**src/logic/pcp_consts.vh**
```
// Purpose: constants of the parallel configuration port
// Assumes: 40 MHz system clock
// Notes:   definitions only
`ifndef PCP_CONSTS_VH
`define PCP_CONSTS_VH

// System clock rate, in kHz
`define PCP_CLK_KHZ 40000
// Master config_clock half period, ns
`define PCP_MCLK_HALF_NS 100
// Half period in cycles, rounded down
`define PCP_MCLK_HALF_CYC ((`PCP_MCLK_HALF_NS * `PCP_CLK_KHZ) / 1000000)
// Last divider count of a master half period, sized to the divider
`define PCP_MCLK_DIV_LAST 8'h03

// Mode codes on mode_select_pins
`define PCP_MODE_MPAR 3'h3
`define PCP_MODE_SPAR 3'h7
`define PCP_MODE_JTAG 3'h5

// Width code in the first written word
`define PCP_WCODE_LSB 0
`define PCP_W8 2'h0
`define PCP_W16 2'h1
`define PCP_W32 2'h2

// Port states
`define PCP_ST_INIT 3'h0
`define PCP_ST_DETECT 3'h1
`define PCP_ST_ACTIVE 3'h2
`define PCP_ST_ABORT 3'h3
`define PCP_ST_IDLE 3'h4

// Reset values
`define PCP_RST_WORD 32'h00000000
`define PCP_RST_MODE 3'h0
`define PCP_RST_DIV 8'h00

`endif

```
**src/logic/pcp_parallel_config_port.v**
```verilog
// Purpose: parallel configuration and readback port
// Assumes: all pins asynchronous to clk; config_clock far below clk/4
// Notes:   programResetN clears asynchronously, release is synchronised
`timescale 1ns/1ps
`include "pcp_consts.vh"

// Summary of operation
// RULE1: Two-way data bus for loading and readback, 8, 16 or 32 bits wide.
// RULE2: Bus width is found from the first written word, not an input.
// RULE3: Master mode drives config_clock; slave mode takes it as an input.
// RULE4: Mode comes from the three mode_select_pins.
// RULE5: config_clock clocks transfers in every mode but boundary scan.
// RULE6: Each word moves on the rising edge of config_clock.
// RULE7: busy is high while no readback word is ready.
// RULE8: done is low until configuration completes, then high.
// RULE9: Before mode sampling, a low init_status_n holds configuration off.
// RULE10: After sampling, init_status_n is pulled low on a CRC error.
// RULE11: With upset detection on, a readback CRC error pulls it low.
// RULE12: program_reset_n low resets the whole port asynchronously.
// RULE13: chip_select_n low enables the bus, high disables it.
// RULE14: direction_select low makes inputs, high drives the bus.
// RULE15: direction change while selected causes a transfer abort.
// RULE16: chain_select_out_n selects the next device of a chain.
// RULE17: Single master, single slave, shared bus and ganged use.
// RULE18: Abort stops bus data until chip select is released.
module pcp_parallel_config_port (
    input  wire        clk,               // System clock
    input  wire        nrst,              // Synchronous reset, low
    input  wire        programResetN,     // Full reset pin, low
    input  wire [2:0]  modeSelectPins,    // Mode pins
    input  wire        configClockIn,     // config_clock pin level
    output reg         configClockOut,    // config_clock drive
    output reg         configClockOe,     // config_clock enable
    input  wire [31:0] dataIn,            // Data pins level
    output reg  [31:0] dataOut,           // Data pins drive
    output reg         dataOe,            // Data pins enable
    input  wire        chipSelectN,       // Chip select, low
    input  wire        directionSelect,   // 1 read, 0 write
    output reg         busy,              // Readback not ready
    output reg         done,              // Configured
    input  wire        initStatusIn,      // init_status_n level
    output reg         initStatusOut,     // init_status_n drive
    output reg         initStatusOe,      // init_status_n pull
    output reg         chainSelectOutN,   // Next device select
    input  wire        upsetDetectEn,     // Upset detection on
    output reg  [31:0] cfgWord,           // Written word
    output reg         cfgValid,          // Written word pulse
    output reg  [1:0]  busWidth,          // Detected width code
    input  wire        cfgComplete,       // Loading complete
    input  wire        cfgCrcError,       // Load CRC error
    input  wire        rbCrcError,        // Readback CRC error
    input  wire [31:0] rbWord,            // Readback word
    input  wire        rbValid,           // Readback word valid
    output reg         rbTake             // Readback word taken
);

    // Release of the pin reset is synchronised
    reg [1:0] progSync;
    always @(posedge clk or negedge programResetN) begin
        if (!programResetN) begin // RULE12
            progSync <= 2'h0;
        end else begin
            progSync <= {progSync[0], 1'b1};
        end
    end
    wire runOk = nrst & progSync[1];

    // Every pin but programResetN passes two flops before any logic reads it
    wire [31:0] dataSync;
    wire [2:0]  modeSync;
    wire        clkPin;
    wire        csN;
    wire        dirSel;
    wire        initPin;

    pcp_sync2 #(
        .WIDTH(32)
    ) i_dataSync (
        .clk    (clk),
        .pinIn  (dataIn),
        .syncOut(dataSync)
    );

    pcp_sync2 #(
        .WIDTH(3)
    ) i_modeSync (
        .clk    (clk),
        .pinIn  (modeSelectPins),
        .syncOut(modeSync)
    );

    pcp_sync2 #(
        .WIDTH(1)
    ) i_clkSync (
        .clk    (clk),
        .pinIn  (configClockIn),
        .syncOut(clkPin)
    );

    pcp_sync2 #(
        .WIDTH(1)
    ) i_csSync (
        .clk    (clk),
        .pinIn  (chipSelectN),
        .syncOut(csN)
    );

    pcp_sync2 #(
        .WIDTH(1)
    ) i_dirSync (
        .clk    (clk),
        .pinIn  (directionSelect),
        .syncOut(dirSel)
    );

    pcp_sync2 #(
        .WIDTH(1)
    ) i_initSync (
        .clk    (clk),
        .pinIn  (initStatusIn),
        .syncOut(initPin)
    );

    reg [2:0] state;
    reg [2:0] next_state;
    reg [2:0] mode;
    reg       clkPinPrev;
    reg       csPrevN;
    reg       dirPrev;
    reg [7:0] divCnt;
    reg       crcErr;
    reg [31:0] rdData;
    reg       rdFull;

    wire isMaster = (mode == `PCP_MODE_MPAR);
    wire isSlave  = (mode == `PCP_MODE_SPAR);
    wire parMode  = isMaster | isSlave;

    // Master clock rises when the divider wraps with output low
    wire divWrap = (divCnt == `PCP_MCLK_DIV_LAST);
    wire mRise   = isMaster & divWrap & ~configClockOut;
    wire sRise   = isSlave & clkPin & ~clkPinPrev;
    // Boundary-scan mode never forms a transfer edge
    wire xRise   = mRise | sRise; // RULE5 RULE6

    wire selNow  = ~csN & ~csPrevN; // RULE13
    // Direction flip while selected
    wire dirFlip = selNow & (dirSel != dirPrev); // RULE15

    wire wrXfer  = xRise & ~csN & ~dirSel; // RULE14
    wire rdXfer  = xRise & ~csN & dirSel & rdFull;

    // Mask to the active width
    reg [31:0] wMask;
    always @* begin
        case (busWidth)
            `PCP_W8: begin
                wMask = 32'h000000ff;
            end
            `PCP_W16: begin
                wMask = 32'h0000ffff;
            end
            default: begin
                wMask = 32'hffffffff;
            end
        endcase
    end

    always @* begin
        next_state = state;
        case (state)
            `PCP_ST_INIT: begin
                if (initPin) begin // RULE9
                    if (modeSync == `PCP_MODE_MPAR ||
                        modeSync == `PCP_MODE_SPAR) begin // RULE4
                        next_state = `PCP_ST_DETECT;
                    end else begin
                        next_state = `PCP_ST_IDLE;
                    end
                end
            end
            `PCP_ST_DETECT: begin
                if (dirFlip) begin
                    next_state = `PCP_ST_ABORT;
                end else if (wrXfer) begin
                    next_state = `PCP_ST_ACTIVE;
                end
            end
            `PCP_ST_ACTIVE: begin
                if (dirFlip) begin
                    next_state = `PCP_ST_ABORT;
                end
            end
            `PCP_ST_ABORT: begin
                if (csN) begin // RULE18
                    next_state = `PCP_ST_ACTIVE;
                end
            end
            `PCP_ST_IDLE: begin
                next_state = `PCP_ST_IDLE;
            end
            default: begin
                next_state = `PCP_ST_INIT;
            end
        endcase
    end

    always @(posedge clk or negedge programResetN) begin
        if (!programResetN) begin // RULE12
            state           <= `PCP_ST_INIT;
            mode            <= `PCP_RST_MODE;
            clkPinPrev      <= 1'b0;
            csPrevN         <= 1'b1;
            dirPrev         <= 1'b0;
            divCnt          <= `PCP_RST_DIV;
            configClockOut  <= 1'b0;
            configClockOe   <= 1'b0;
            dataOut         <= `PCP_RST_WORD;
            dataOe          <= 1'b0;
            busy            <= 1'b1;
            done            <= 1'b0;
            initStatusOut   <= 1'b0;
            initStatusOe    <= 1'b0;
            chainSelectOutN <= 1'b1;
            crcErr          <= 1'b0;
            cfgWord         <= `PCP_RST_WORD;
            cfgValid        <= 1'b0;
            busWidth        <= `PCP_W8;
            rdData          <= `PCP_RST_WORD;
            rdFull          <= 1'b0;
            rbTake          <= 1'b0;
        end else if (!runOk) begin
            state           <= `PCP_ST_INIT;
            mode            <= `PCP_RST_MODE;
            clkPinPrev      <= 1'b0;
            csPrevN         <= 1'b1;
            dirPrev         <= 1'b0;
            divCnt          <= `PCP_RST_DIV;
            configClockOut  <= 1'b0;
            configClockOe   <= 1'b0;
            dataOut         <= `PCP_RST_WORD;
            dataOe          <= 1'b0;
            busy            <= 1'b1;
            done            <= 1'b0;
            initStatusOut   <= 1'b0;
            initStatusOe    <= 1'b0;
            chainSelectOutN <= 1'b1;
            crcErr          <= 1'b0;
            cfgWord         <= `PCP_RST_WORD;
            cfgValid        <= 1'b0;
            busWidth        <= `PCP_W8;
            rdData          <= `PCP_RST_WORD;
            rdFull          <= 1'b0;
            rbTake          <= 1'b0;
        end else begin
            state      <= next_state;
            clkPinPrev <= clkPin;
            csPrevN    <= csN;
            dirPrev    <= dirSel;

            // Mode is caught once, when init is released
            if (state == `PCP_ST_INIT && initPin) begin
                mode <= modeSync; // RULE4
            end

            // Master drives the clock, slave only listens
            configClockOe <= isMaster; // RULE3
            if (isMaster) begin
                if (divWrap) begin
                    divCnt         <= `PCP_RST_DIV;
                    configClockOut <= ~configClockOut;
                end else begin
                    divCnt <= divCnt + 8'h01;
                end
            end else begin
                divCnt         <= `PCP_RST_DIV;
                configClockOut <= 1'b0;
            end

            // First written word carries the width code
            cfgValid <= 1'b0;
            if (state == `PCP_ST_DETECT && wrXfer && !dirFlip) begin
                case (dataSync[`PCP_WCODE_LSB+1:`PCP_WCODE_LSB])
                    `PCP_W16: begin
                        busWidth <= `PCP_W16; // RULE2
                    end
                    `PCP_W32: begin
                        busWidth <= `PCP_W32; // RULE2
                    end
                    default: begin
                        busWidth <= `PCP_W8; // RULE2
                    end
                endcase
            end else if (state == `PCP_ST_ACTIVE && wrXfer && !dirFlip) begin
                cfgWord  <= dataSync & wMask; // RULE1 RULE6
                cfgValid <= 1'b1;
            end

            // One word of readback is held ready for the next edge
            rbTake <= 1'b0;
            if (state == `PCP_ST_ACTIVE && rdXfer && !dirFlip) begin
                rdFull <= 1'b0; // RULE6
            end else if (!rdFull && rbValid && !rbTake) begin
                rdData <= rbWord & wMask; // RULE1
                rdFull <= 1'b1;
                rbTake <= 1'b1;
            end

            // Bus is driven only selected, reading and not aborted
            dataOe  <= (next_state == `PCP_ST_ACTIVE) && !csN
                       && dirSel && !dirFlip; // RULE13 RULE14 RULE18
            dataOut <= rdData;
            busy    <= ~rdFull | csN | ~dirSel; // RULE7

            if (cfgComplete && parMode) begin
                done <= 1'b1; // RULE8
            end
            // Chain select passes on once this device is loaded
            chainSelectOutN <= ~(done & parMode); // RULE16 RULE17

            // Error flags are sticky; a set loses only to a reset
            if (cfgCrcError && !done) begin
                crcErr <= 1'b1; // RULE10
            end else if (rbCrcError && upsetDetectEn) begin
                crcErr <= 1'b1; // RULE11
            end
            // Pin is an input until the mode has been caught
            initStatusOut <= 1'b0;
            initStatusOe  <= (state != `PCP_ST_INIT) & crcErr; // RULE9 RULE10
        end
    end

endmodule

// Two flops per pin; nothing but the second one is read outside
module pcp_sync2 #(
    parameter WIDTH = 1
) (
    input  wire             clk,     // System clock
    input  wire [WIDTH-1:0] pinIn,   // Level from outside clk
    output reg  [WIDTH-1:0] syncOut  // Level safe to use on clk
);

    reg [WIDTH-1:0] meta;

    always @(posedge clk) begin
        meta    <= pinIn;
        syncOut <= meta;
    end

endmodule

```
**config.mk**
```make
export PLATFORM = sky130hd
export DESIGN_NAME = pcp_parallel_config_port
export DESIGN_NICKNAME = d
export VERILOG_FILES = /design/src/logic/pcp_parallel_config_port.v
export VERILOG_INCLUDE_DIRS = /design/src /design/src/logic
export SDC_FILE = /design/constraint.sdc
export NUM_CORES = 1
export LEC_CHECK = 0
export BUFFER_PORTS_ARGS = -buffer_cell sky130_fd_sc_hd__buf_2
export CAP_MARGIN = 20
export CORE_AREA = 2 2 114 143
export DETAILED_ROUTE_END_ITERATION = 7
export DIE_AREA = 0 0 116 145
export HOLD_SLACK_MARGIN = 0.08
export PLACE_DENSITY = 0.75
export REMOVE_ABC_BUFFERS = 1
export SYNTH_ARGS = -nofsm -noshare
export SYNTH_HDL_FRONTEND = slang
export SYNTH_HIERARCHICAL = 1
export SYNTH_SLANG_ARGS = --single-unit
```
**constraint.sdc**
```tcl
create_clock -name clk -period 4.2 [get_ports clk]
set_input_delay 0.21 -clock clk [delete_from_list [all_inputs] [get_ports clk]]
set_output_delay 0.21 -clock clk [all_outputs]
set_load 0.005 [all_outputs]
```
# --- Word-level counts from Yosys, hierarchy flattened ---
# Cells that the tools add are included.
classes:
  add_sub_neg: 1
  bitwise_logic: 26
  n_reduce_logical: 26
  n_mux: 49
  n_eq_ne: 24
op_table:
  columns: ["cell", "n"]
  rows:
  - ["two-way mux 32 bit", 7]
  - ["bitwise AND 32 bit", 2]
  - ["case mux 32 bit (2 select lines)", 1]
  - ["two-way mux 3 bit", 9]
  - ["two-way mux 1 bit", 25]
  - ["two-way mux 8 bit", 3]
  - ["equality test 3 x 2 -> 1 bit, second input constant", 5]
  - ["logical AND 1 bit", 15]
  - ["case mux 3 bit (5 select lines)", 1]
  - ["bitwise AND 1 bit", 13]
  - ["!= test 2 x 1 -> 1 bit, second input constant", 5]
  - ["equality test 3 bit, second input constant", 3]
  - ["adder 8 x 1 -> 8 bit, second input constant", 1]
  - ["equality test 8 x 2 -> 1 bit, second input constant", 1]
  - ["NOT 1 bit", 7]
  - ["!= test 3 x 1 -> 1 bit, second input constant", 2]
  - ["logical NOT 1 bit", 5]
  - ["equality test 2 x 1 -> 1 bit, second input constant", 2]
  - ["two-way mux 2 bit", 2]
  - ["!= test 2 bit, second input constant", 2]
  - ["OR 1 bit", 4]
  - ["case mux 2 bit (2 select lines)", 1]
  - ["AND reduction 2 bit", 2]
  - ["equality test 3 x 1 -> 1 bit, second input constant", 1]
  - ["7 further kinds", 7]
totals:
  reg_bits: 206
  elab_cells: 160
  out_inout_bits: 76
  inputBits: 79

# --- Longest topological paths before layout ---
# Gate-level depths: netlist of run 1.
depth:
  depth_word: 14
  ltp_mapped: 7
  mapped_depth_nobuf: 5

# --- Hierarchy ---
# The synthesis of run 1 kept the hierarchy.
modules_own_cells:
  columns: ["module", "cells_each", "area_each_um2", "instances", "seq_area_each_um2"]
  rows:
  - ["pcp_parallel_config_port", 493, 5275.1, 1, 3206.8]
  - ["pcp_sync2 at i_dataSync", 64, 1281.2, 1, 1281.2]
  - ["pcp_sync2 at i_clkSync ...", 2, 40.0, 4, 40.0]
  - ["pcp_sync2 at i_modeSync", 6, 120.1, 1, 120.1]

# --- Worst setup path after synthesis of run 1 ---
# OpenSTA, ideal clock, no wires.
synth_path:
  kind: "reg2reg"
  start: "reg divCnt[4]"
  end: "reg cfgWord[23]"
  path_buffers: 2
  path_slack_ns: 2.386
  synth_period_minus_slack_ns: 1.814
  path_stages_with_launch: 7
  arrival_time_ns: 1.691
  setup_ns: 0.123
  required_time_ns: 4.077
  path_cell_list: "dfrtp_1 -> nor4_4 -> a41oi_2 -> or3_1 -> buf_6 -> buf_8 -> mux2i_1"
synth_via:
  elab_chain_cells: 10
synth_rtl:
  columns: ["item", "line", "source"]
  rows:
  - ["start, declared", "pcp_parallel_config_port.v:130", "reg [7:0] divCnt;"]
  - ["start signal, assigned", "pcp_parallel_config_port.v:215", "divCnt <= `PCP_RST_DIV;"]
  - ["start signal, assigned", "pcp_parallel_config_port.v:238", "divCnt <= `PCP_RST_DIV;"]
  - ["start signal, assigned", "pcp_parallel_config_port.v:270", "divCnt <= `PCP_RST_DIV;"]
  - ["equality test 8 x 2 -> 1 bit (no line) (*)", null, null]
  - ["bitwise AND 1 bit (*) (2 in a row)", "pcp_parallel_config_port.v:141", "wire mRise = isMaster & divWrap & ~configClockOut;"]
  - ["OR 1 bit (*)", "pcp_parallel_config_port.v:144", "wire xRise = mRise | sRise;"]
  - ["bitwise AND 1 bit (*) (2 in a row)", "pcp_parallel_config_port.v:150", "wire wrXfer = xRise & ~csN & ~dirSel;"]
  - ["logical AND 1 bit, on equally long branches (2 in a row)", "pcp_parallel_config_port.v:294, pcp_parallel_config_port.v:282", null]
  - ["!= test 2 x 1 -> 1 bit (no line) / != test 2 bit (equally long branches)", null, null]
  - ["AND reduction 2 bit (no line) (*)", null, null]
  - ["end signal, assigned", "pcp_parallel_config_port.v:226", "cfgWord <= `PCP_RST_WORD;"]
  - ["end signal, assigned", "pcp_parallel_config_port.v:249", "cfgWord <= `PCP_RST_WORD;"]
  - ["end signal, assigned", "pcp_parallel_config_port.v:295", "cfgWord <= dataSync & wMask;"]
  - ["end, declared", "pcp_parallel_config_port.v:46", "output reg [31:0] cfgWord,"]
# Mark *: on every way between the ends. The rest lies on a longest branch, timed or not.
# A chain may end at the register's enable or synchronous reset.

# --- Worst setup path after layout of run 1 ---
layout_path:
  start: "reg divCnt[5]"
  end: "reg cfgWord[18]"
# Same word-level chain as after synthesis.

==> results of run 1 <==
## Yosys cell counts, types with 2 or more instances
| cell type | count |
|---|---|
| dfrtp_1 | 125 |
| xnor2_1 | 2 |
| a21oi_1 | 38 |
| dfstp_2 | 3 |
| a221oi_1 | 2 |
| buf_1 | 2 |
| nor2b_1 | 3 |
| dfxtp_1 | 78 |
| buf_12 | 2 |
| mux2i_1 | 35 |
| nand3_1 | 55 |
| inv_1 | 3 |
| nand2_1 | 87 |
| nand2b_1 | 2 |
| o21ai_0 | 2 |
| nand4_1 | 2 |
| nor3b_1 | 2 |
| xor2_1 | 6 |
| nor4_1 | 3 |
| conb_1 | 2 |
| clkbuf_1 | 31 |
| o31ai_1 | 3 |
| nor2_1 | 20 |
| nor3_1 | 2 |
| and3_1 | 37 |
| or3_1 | 4 |
## state kept, by name, indices dropped and copies added (netlist names), 2 cells and up
| register | count |
|---|---|
| i_modeSync/syncOut | 3 |
| cfgWord | 32 |
| rdData | 32 |
| mode | 3 |
| progSync | 2 |
| busWidth | 2 |
| i_modeSync/meta | 3 |
| divCnt | 8 |
| i_dataSync/syncOut | 32 |
| dataOut | 32 |
| i_dataSync/meta | 32 |
| state | 3 |
## power breakdown
group / internal (W) / leakage, nW / switching [W]
combinational: 0.0000906 / 1.89 / 0.0000990
sequential: 0.00202 / 2.43 / 0.0000185
clock: 0.00111 / 0.335 / 0.000708
## final cells by class
cell class | count | area (µm²) | area share
clock buffers | 29 | 596 | 0.0649
clock inverters | 7 | 82.6 | 0.00900
inverters | 3 | 11.3 | 0.00123
multi-input cells | 324 | 1870 | 0.203
flip-flops and latches | 206 | 4770 | 0.520
well taps | 212 | 265 | 0.0289
repair buffers | 236 | 1590 | 0.173
## path summary, 6_finish.rpt
check	cells after the start	endpoint
min in group asynchronous	2	dataOut[20]
max in group asynchronous	3	divCnt[4]
hold reg to reg	0	i_modeSync/syncOut[2]
setup reg to reg	4	cfgWord[18]
hold / removal	2	dataOut[5]
setup / recovery	4	cfgWord[18]
## stage by stage
stage / setup slack, ns / power, W / hold WS [ns] / instances
after global routing: 1.71 / 0.00420 / 0.330 / 1017
final: 1.86 / 0.00404 / 0.314 / 1017
after floorplan: 1.59 / 0.00212 / -0.0856 / 533
after CTS: 1.86 / 0.00408 / 0.289 / 1017
after global placement: 1.91 / 0.00221 / 0.273 / 905
after detailed placement: 1.86 / 0.00221 / 0.280 / 905
## metal layers
layer  up-vias  share of wire
met1      2393           0.42
met3        38          0.061
met4         0          0.025
met2       184           0.50
li1       2364              -
met5         -              0
## cell families (layout without fill, tap and decap cells)
group	count (synthesis)	after routing
simple gates	225	225
flops	206	206
compound gates	53	53
buf+inv	41	275
mux	35	35
xor+xnor	8	8
other cells	2	2
fa+ha+maj	1	1
## placed cells by master (no fill, tap or decap), drive strengths merged, types with 4 or more instances in the layout
master,count
buf,160
dfrtp,125
nand2,87
dfxtp,78
dlygate4sd3,76
nand3,55
a21oi,38
and3,37
mux2i,35
clkbuf,29
nor2,20
xor2,6
clkinv,5
nor4,4
or3,4
==> impl_metrics.csv, run 1 <==
group,metric,value,unit
timing,period_share,0.557,
clocking,cts_sinks,206,
synth,synth_cells,571,
setup_path,r2r_setup_slack,1.86,ns
hold_path,worstHoldStart,"nrst",
synth,yosysTopAreaCell,"dfrtp_1",
grt,grt_pass1_vias,5089,
setup_path,cp_max_fo,33,
cells_and_area,design_area,9180,µm²
synth,ys_warn_count,6,
setup_path,slowest_delay,0.91,ns
outcome,status,"finished, final reports clean",
synth,synth_mux_area_frac,0.0512,
routing,drt_wl_total,15.2,mm
synth,synthArstFlopShare,0.621,
floorplanning,row_count,51,
synth,ys_types,46,
clocking,cts.repair.resized,0,
synth,synth_xor_area_frac,0.0102,
timing,setup_viol,0,
timing,setup_tns,0,ns
grt,top_usage_layer,"met2",
grt,met2_usage,0.309,
timing,finalHoldViolCount,0,
clocking,clk_pin_slew,0.06,ns
clocking,htree_levels,1,
synth,ys_ff_latch,206,
cells_and_area,fin_util,0.594,
grt,grt_pass1_wl,24.8,mm
routing,num_vias,4979,
cells_and_area,n_fill_cell,1218,
timing,worst_pin_slew,0.969,ns
routing,drtPass1Iterations,5,
setup_path,crit_start,"divCnt[5]",
setup_path,criticalPathCategory,"register to register",
timing,fin_worst_skew,0.0135,ns
setup_path,cp_top_family,"simple AND/OR/NAND/NOR gates",
routing,drtIter0Drc,344,
job,max_cap_violations,0,
clocking,cts_tree,"yes",
timing,maxClockFrequency,428,MHz
placement,gp_congestion,0.779,
clocking,cts_root_buf,"clkbuf_16",
clocking,cts_buffers,20,
power,peakVddDrop,0.413,mV
setup_path,cpMaxStageDelayCell,"or3_2",
synth,avgSynthCellArea,12.0,µm²
power,p_leak,4.65,nW
synth,syn-cell-area,6840,µm²
timing,slew_headroom,0.354,
timing,fin_crit,2.34,ns
grt,grt_use_met1,0.237,
setup_path,cp.arrival,2.66,ns
timing,drv_slew,0,
grt,use_met3,0.0343,
setup_path,startpoint_type,"register",
clocking,cts_hold_buf,76,
placement,dpl.hpwl,8.54,mm
routing,avgRoutedWirePerCell,15.0,µm
power,power_per_cell_area,441,nW/µm²
synth,synthTopCellsByArea,"dfrtp_1 46%, dfxtp_1 23%, mux2i_1 5.1%, nand2_1 4.8%, nand3_1 4.0%",
grt,grt_antenna_before_repair,0,
timing,grt_setup_unrepaired,"no",
cells_and_area,diodes,0,
clocking,clockBufferDepth,3,
floorplanning,core,15400,µm²
floorplanning,fp.dieW,116,µm
routing,ant_nets,0,
cells_and_area,layout-drive-gt1-share,0.248,
setup_path,path_cells,"nor4_4, a41oi_2, or3_2, mux2i_1",
floorplanning,die_h,145,µm
placement,dpl_cell_area,7740,µm²
setup_path,crit_buf_inv,0,
synth,synth_edf_count,0,
grt,grt_max_degree,76,
floorplanning,die-area,16800,µm²
routing,post_drt_via_cell_ratio,4.90,
setup_path,cp_data_required_time,4.52,ns
grt,grtUsageTotal,0.182,
cells_and_area,layout.nets,871,
synth,synth_top_area_frac,0.458,
hold_path,min_path_type,"input port to register",
grt,grt_overflow,0,
synth,yosysSeqAreaShare,0.697,
floorplanning,io_pins,155,
clocking,insertion_delay,0.48,ns
setup_path,r2r-start,"divCnt[5]",
synth,synth_ff_type,"dfrtp_1",
synth,synth_compound_area_frac,0.0463,
synth,synthAdderAreaFrac,0.00183,
floorplanning,initial_utilization,0.443,
synth,yosys.area_share.simple,0.161,
cells_and_area,area_growth,34.2,%
clocking,postCtsSetupBuffers,0,
routing,drc_errors,0,
setup_path,crit_path_end_kind,"register",
placement,portBuffers,153,
synth,synth_top_family_by_area,"simple AND/OR/NAND/NOR gates",
No activity file was read; power rests on OpenSTA's default activity.
==> run 2: changes to the inputs <==
ABC_AREA = 1   (was default)
CORE_AREA = 2 2 112 142   (was 2 2 114 143)
DIE_AREA = 0 0 114 144   (was 0 0 116 145)
PLACE_DENSITY = 0.78   (was 0.75)
clock period = 1.9 ns   (was 4.2 ns; I/O delays follow)
==> impl_metrics.csv, run 2 <==
group,metric,value,unit
outcome,status,"finished, final reports clean",
synth,avgSynthCellArea,10.4,µm²
routing,ant_nets,0,
clocking,htree_levels,1,
power,clockPowerShare,0.421,
setup_path,cp.arrival,2.13,ns
clocking,cts_root_buf,"clkbuf_16",
routing,drtIter0Drc,263,
setup_path,cp_top_family,"simple AND/OR/NAND/NOR gates",
grt,grtUsageTotal,0.190,
synth,syn-cell-area,6680,µm²
timing,period_share,0.926,
routing,drtPass1Iterations,4,
power,power_per_cell_area,931,nW/µm²
setup_path,slowest_delay,0.37,ns
grt,grt_overflow,0,
timing,fin_worst_skew,0.00704,ns
routing,drt_wl_total,15.4,mm
floorplanning,io_pins,155,
placement,dpl.hpwl,9.11,mm
timing,fin_crit,1.76,ns
power,p_leak,4.77,nW
synth,synthArstFlopShare,0.621,
timing,setup_tns,0,ns
power,swShare,0.209,
power,p_int,0.00668,W
synth,yosysTopAreaCell,"dfrtp_1",
setup_path,path_cells,"ha_1, nand2_1, nor2_1, nand2_1, nand2_2, nand3_4, buf_4, nand3_1, nand2_1",
floorplanning,core,15200,µm²
clocking,cts_tree,"yes",
grt,grt_max_degree,62,
clocking,clk_pin_slew,0.06,ns
setup_path,cp_max_fo,32,
setup_path,startpoint_type,"register",
setup_path,cp_data_required_time,2.27,ns
synth,synth_edf_count,0,
clocking,insertion_delay,0.48,ns
routing,avgRoutedWirePerCell,14.2,µm
setup_path,cpMaxStageDelayCell,"dfrtp_1",
synth,synth_ff_type,"dfrtp_1",
hold_path,min_path_type,"input port to async pin",
floorplanning,die-area,16400,µm²
floorplanning,initial_utilization,0.440,
routing,post_drt_via_cell_ratio,4.67,
synth,ys_types,30,
timing,grt_setup_unrepaired,"yes",
power,peakVddDrop,0.767,mV
cells_and_area,layout-drive-gt1-share,0.235,
clocking,clockBufferDepth,3,
grt,grt_pass1_vias,5310,
placement,dpl_cell_area,7680,µm²
synth,netlist_top_cells_count,"125 x dfrtp_1, 125 x nand2_1, 78 x dfxtp_1",
cells_and_area,layout.nets,967,
cells_and_area,diodes,0,
timing,maxClockFrequency,569,MHz
floorplanning,fp.dieW,114,µm
power,p_total,0.00844,W
job,max_cap_violations,0,
synth,ys_ff_latch,206,
timing,drv_slew,0,
synth,synth_top_area_frac,0.468,
clocking,cts_sinks,206,
setup_path,cpMostUsedCell,"nand2_1",
synth,yosysSeqAreaShare,0.714,
clocking,cts_buffers,19,
grt,grt_antenna_before_repair,0,
grt,grt_pass1_wl,24.7,mm
setup_path,crit_buf_inv,1,
cells_and_area,mostFrequentLayoutCells,"152 x buf_2, 125 x dfrtp_1, 124 x nand2_1",
setup_path,crit_path_end_kind,"register",
synth,ys_warn_count,6,
cells_and_area,area_growth,35.8,%
power,sequentialPowerShare,0.533,
power,p_sw,0.00176,W
synth,synth_cells,645,
setup_path,criticalPathCategory,"register to register",
power,p_comb_frac,0.046,
timing,setup_viol,0,
placement,portBuffers,153,
placement,gp_congestion,0.799,
routing,drc_errors,0,
cells_and_area,mostFrequentLayoutCell,"buf_2",
cells_and_area,design_area,9070,µm²
synth,synthTopCellsByArea,"dfrtp_1 47%, dfxtp_1 23%, nand2_1 7.0%, nand3_1 5.1%, inv_1 4.3%",
floorplanning,die_h,144,µm
routing,num_vias,5061,
floorplanning,row_count,51,
timing,worst_pin_slew,0.566,ns
timing,finalHoldViolCount,0,
timing,slew_headroom,0.622,
cells_and_area,n_fill_cell,1228,
[run 2: cell types whose count changed after synthesis, sizes merged, moves of 8 or more]
cell    previous run  this run
buf                7        15
mux2i             35         0
o21ai              2        37
a21oi             38        11
nand3             55        70
inv                3        79
and3              37         1
nor2              20        72
nand2             87       126
clkbuf            31        11
[run 2: routing by layer]
metal	share of wire	global-route usage	vias up
met1	0.38	0.216	2366
met2	0.53	0.353	188
met5	0	0	-
met4	0.028	0.0687	0
met3	0.060	0.0381	39
li1	-	-	2468
[run 2: worst paths after layout]
check / from / to / slack [ns] / depth (start not counted)
setup / recovery: divCnt[0] / cfgWord[7] / 0.14 / 9
min in group clk: dataIn[8] / i_dataSync/meta[8] / 0.25 / 2
hold / removal: programResetN / mode[0] / 0.15 / 2
max in group asynchronous: programResetN / dataOut[11] / 1.09 / 3
hold reg to reg: i_dataSync/meta[28] / i_dataSync/syncOut[28] / 0.32 / 0
setup reg to reg: divCnt[0] / cfgWord[7] / 0.14 / 9
[run 2: cell families (layout without fill, tap and decap cells)]
kind of cell | Yosys count | count (layout) | share of synthesized area
flops | 206 | 206 | 0.714
simple gates | 279 | 280 | 0.179
buf+inv | 106 | 359 | 0.0652
other cells | 2 | 2 | 0.00112
fa+ha+maj | 1 | 1 | 0.00187
compound gates | 51 | 51 | 0.0392
[run 2: power groups by stage]
| stage | clock network, W | logic [W] | registers (W) |
|---|---|---|---|
| 2_1_floorplan | 0 | 0.0000717 | 0.00458 |
| 3_3_place_gp | 0 | 0.000257 | 0.00458 |
| 3_5_place_dp | 0 | 0.000262 | 0.00459 |
| 4_1_cts | 0.00363 | 0.000387 | 0.00450 |
| 5_1_grt | 0.00383 | 0.000433 | 0.00451 |
| 6_report | 0.00355 | 0.000390 | 0.00450 |
[run 2: what timing repair did]
action / in CTS / in global routing
hold endpoints to repair: 208 / 0
setup buffers: 0 / 2
hold buffers: 77 / 0
gates resized for setup: 0 / 1
setup endpoints to repair: 0 / 26
[run 2: final cells by class]
cell class              count  area (µm²)  area share
inverters                  80         300      0.0331
repair buffers            246        1690       0.186
well taps                 185         231      0.0255
clock buffers              28         549      0.0606
multi-input cells         334        1500       0.165
clock inverters             5        33.8     0.00373
flip-flops and latches    206        4770       0.526
[run 2: per-stage QoR]
stage | hold WS, ns | cells | util | setup slack (ns)
after CTS | 0.180 | 1081 | 0.595 | 0.128
after global placement | 0.112 | 971 | 0.506 | 0.265
after floorplan | -0.201 | 619 | - | -1.36
after global routing | 0.207 | 1084 | 0.597 | -0.0107
after detailed placement | 0.112 | 971 | 0.506 | 0.180
final | 0.153 | 1084 | 0.597 | 0.141
==> run 3: changes to the inputs <==
CORE_AREA = 2 2 113 143   (was 2 2 112 142)
DIE_AREA = 0 0 115 145   (was 0 0 114 144)
GPL_ROUTABILITY_DRIVEN = 0   (was default)
SYNTH_HIERARCHICAL = default   (was 1)
==> impl_metrics.csv, run 3 <==
group,metric,value,unit
outcome,status,"finished, final reports clean",
cells_and_area,mostFrequentLayoutCell,"buf_2",
setup_path,cp_top_family,"buffers and inverters",
synth,post-synth-top-count-cell,"dfrtp_1",
setup_path,cp_max_fo,36,
clocking,insertion_delay,0.48,ns
clocking,htree_levels,1,
power,peakVddDrop,0.878,mV
timing,timing.final.ws_setup,0.114,ns
timing,setup_viol,0,
synth,synth_ff_type,"dfrtp_1",
synth,yosysSeqAreaShare,0.705,
placement,dpl.hpwl,8.86,mm
floorplanning,die-area,16700,µm²
setup_path,r2r-start,"progSync[1]",
grt,grt_antenna_before_repair,0,
floorplanning,io_pins,155,
job,max_cap_violations,0,
clocking,clk_pin_slew,0.06,ns
timing,fin_worst_skew,0.00870,ns
timing,fin_crit,1.79,ns
setup_path,slowest_delay,0.57,ns
clocking,cts_tree,"yes",
floorplanning,row_count,51,
setup_path,cpMaxStageDelayCell,"dlygate4sd3_1",
synth,synthArstFlopShare,0.621,
synth,ys_ff_latch,206,
timing,period_share,0.940,
power,power_per_cell_area,989,nW/µm²
grt,grt_pass1_vias,5181,
cells_and_area,n_fill_cell,1202,
grt,grt_pass1_wl,25.2,mm
clocking,cts_buffers,20,
synth,ys_types,30,
cells_and_area,layout-drive-gt1-share,0.295,
floorplanning,fp.dieW,115,µm
floorplanning,die_h,145,µm
routing,drtIter0Drc,274,
synth,netlist_top_cells_count,"125 x dfrtp_1, 78 x dfxtp_1, 76 x nand2_1",
timing,setup_tns,0,ns
cells_and_area,layout.nets,916,
timing,drv_slew,0,
cells_and_area,mostFrequentLayoutCells,"152 x buf_2, 125 x dfrtp_1, 78 x dfxtp_1",
setup_path,crit_path_end_kind,"register",
routing,avgRoutedWirePerCell,15.1,µm
floorplanning,initial_utilization,0.442,
routing,drc_errors,0,
synth,synth_cells,599,
synth,syn-cell-area,6760,µm²
synth,synth_edf_count,0,
setup_path,worst_r2r_endpoint,"crcErr",
power,p_total,0.00919,W
cells_and_area,area_growth,37.5,%
routing,drt_wl_total,15.7,mm
routing,post_drt_via_cell_ratio,4.83,
grt,grtUsageTotal,0.187,
hold_path,min_path_type,"input port to async pin",
routing,drtPass1Iterations,4,
setup_path,worst-r2r-cell-count,4,
synth,synth_top_area_frac,0.463,
setup_path,startpoint_type,"register",
grt,grt_max_degree,61,
placement,place_inst,916,
setup_path,criticalPathCategory,"register to register",
setup_path,cp.arrival,2.15,ns
synth,yosysTopAreaCell,"dfrtp_1",
cells_and_area,fin_cells,1035,
routing,num_vias,4999,
setup_path,r2r_setup_slack,0.11,ns
grt,grt_overflow,0,
timing,maxClockFrequency,560,MHz
setup_path,crit_buf_inv,2,
timing,finalHoldViolCount,0,
floorplanning,core,15300,µm²
routing,ant_nets,0,
synth,ys_warn_count,0,
setup_path,path_cells,"nand2_2, buf_6, a21oi_1, dlygate4sd3_1",
placement,dp_slack,0.124,ns
clocking,clockBufferDepth,3,
synth,synthTopCellsByArea,"dfrtp_1 46%, dfxtp_1 23%, nand3_2 4.4%, nand2_1 4.2%, inv_1 3.2%",
clocking,cts_root_buf,"clkbuf_16",
power,p_leak,4.65,nW
cells_and_area,diodes,0,
setup_path,cp_data_required_time,2.26,ns
placement,portBuffers,153,
clocking,cts_sinks,206,
synth,avgSynthCellArea,11.3,µm²
## run 3: kinds of logic (layout without fill, tap and decap cells)
| group | after synthesis | in the layout | share of synthesized area |
|---|---|---|---|
| buf+inv | 91 | 341 | 0.0588 |
| other cells | 2 | 2 | 0.00111 |
| flops | 206 | 206 | 0.705 |
| compound gates | 56 | 56 | 0.0416 |
| simple gates | 243 | 244 | 0.191 |
| fa+ha+maj | 1 | 1 | 0.00185 |
## run 3: how the worst max path moves through the flow
| stage | startpoint | to | slack (ns) | cells past startpoint |
|---|---|---|---|---|
| 6_report | progSync[1] | crcErr | 0.11 | 4 |
| 3_3_place_gp | divCnt[0] | cfgWord[30] | 0.19 | 12 |
| 2_1_floorplan | progSync[1] | rdData[0] | -1.85 | 4 |
| 4_1_cts | progSync[1] | crcErr | 0.03 | 4 |
| 3_5_place_dp | divCnt[0] | cfgWord[30] | 0.12 | 12 |
| 5_1_grt | divCnt[1] | cfgWord[2] | -0.02 | 13 |
## run 3: power breakdown
group | total (W) | internal, W | switching (W) | leakage, nW
combinational | 0.000395 | 0.000194 | 0.000201 | 1.87
clock | 0.00429 | 0.00266 | 0.00163 | 0.354
sequential | 0.00450 | 0.00447 | 0.0000340 | 2.43
## run 3: final cells by class
cell class	count	area, µm²	area share
Clock buffer	27	568	0.0611
Tap cell	185	231	0.0249
Timing Repair inverter	1	8.76	0.000942
Clock inverter	9	154	0.0166
Timing Repair Buffer	243	1700	0.183
Sequential cell	206	4770	0.513
Multi-Input combinational cell	303	1630	0.175
Inverter	61	241	0.0260
## run 3: timing repair
action | in CTS | in global routing
endpoints found under the setup margin | 0 | 33
gates resized for setup | 0 | 7
hold buffers | 76 | 0
endpoints found under the hold margin | 201 | 0
buffers inserted | 0 | 5
## run 3: routing by layer
layer  track usage  wire, µm  vias to the layer above  share of wire
met5             0         0                        -              0
met4        0.0645       416                        0          0.027
met3        0.0380       877                       39          0.056
met2         0.331      8240                      174           0.53
met1         0.223      6140                     2392           0.39
li1              -         -                     2394              -
## run 3: per-stage QoR
step	hold slack, ns	util	cell area, µm²
floorplan	-0.201	-	6600
global placement	0.0614	0.503	7700
detailed placement	0.0640	0.503	7700
CTS	0.0923	0.600	9180
global route	0.153	0.607	9300
finish	0.114	0.607	9300
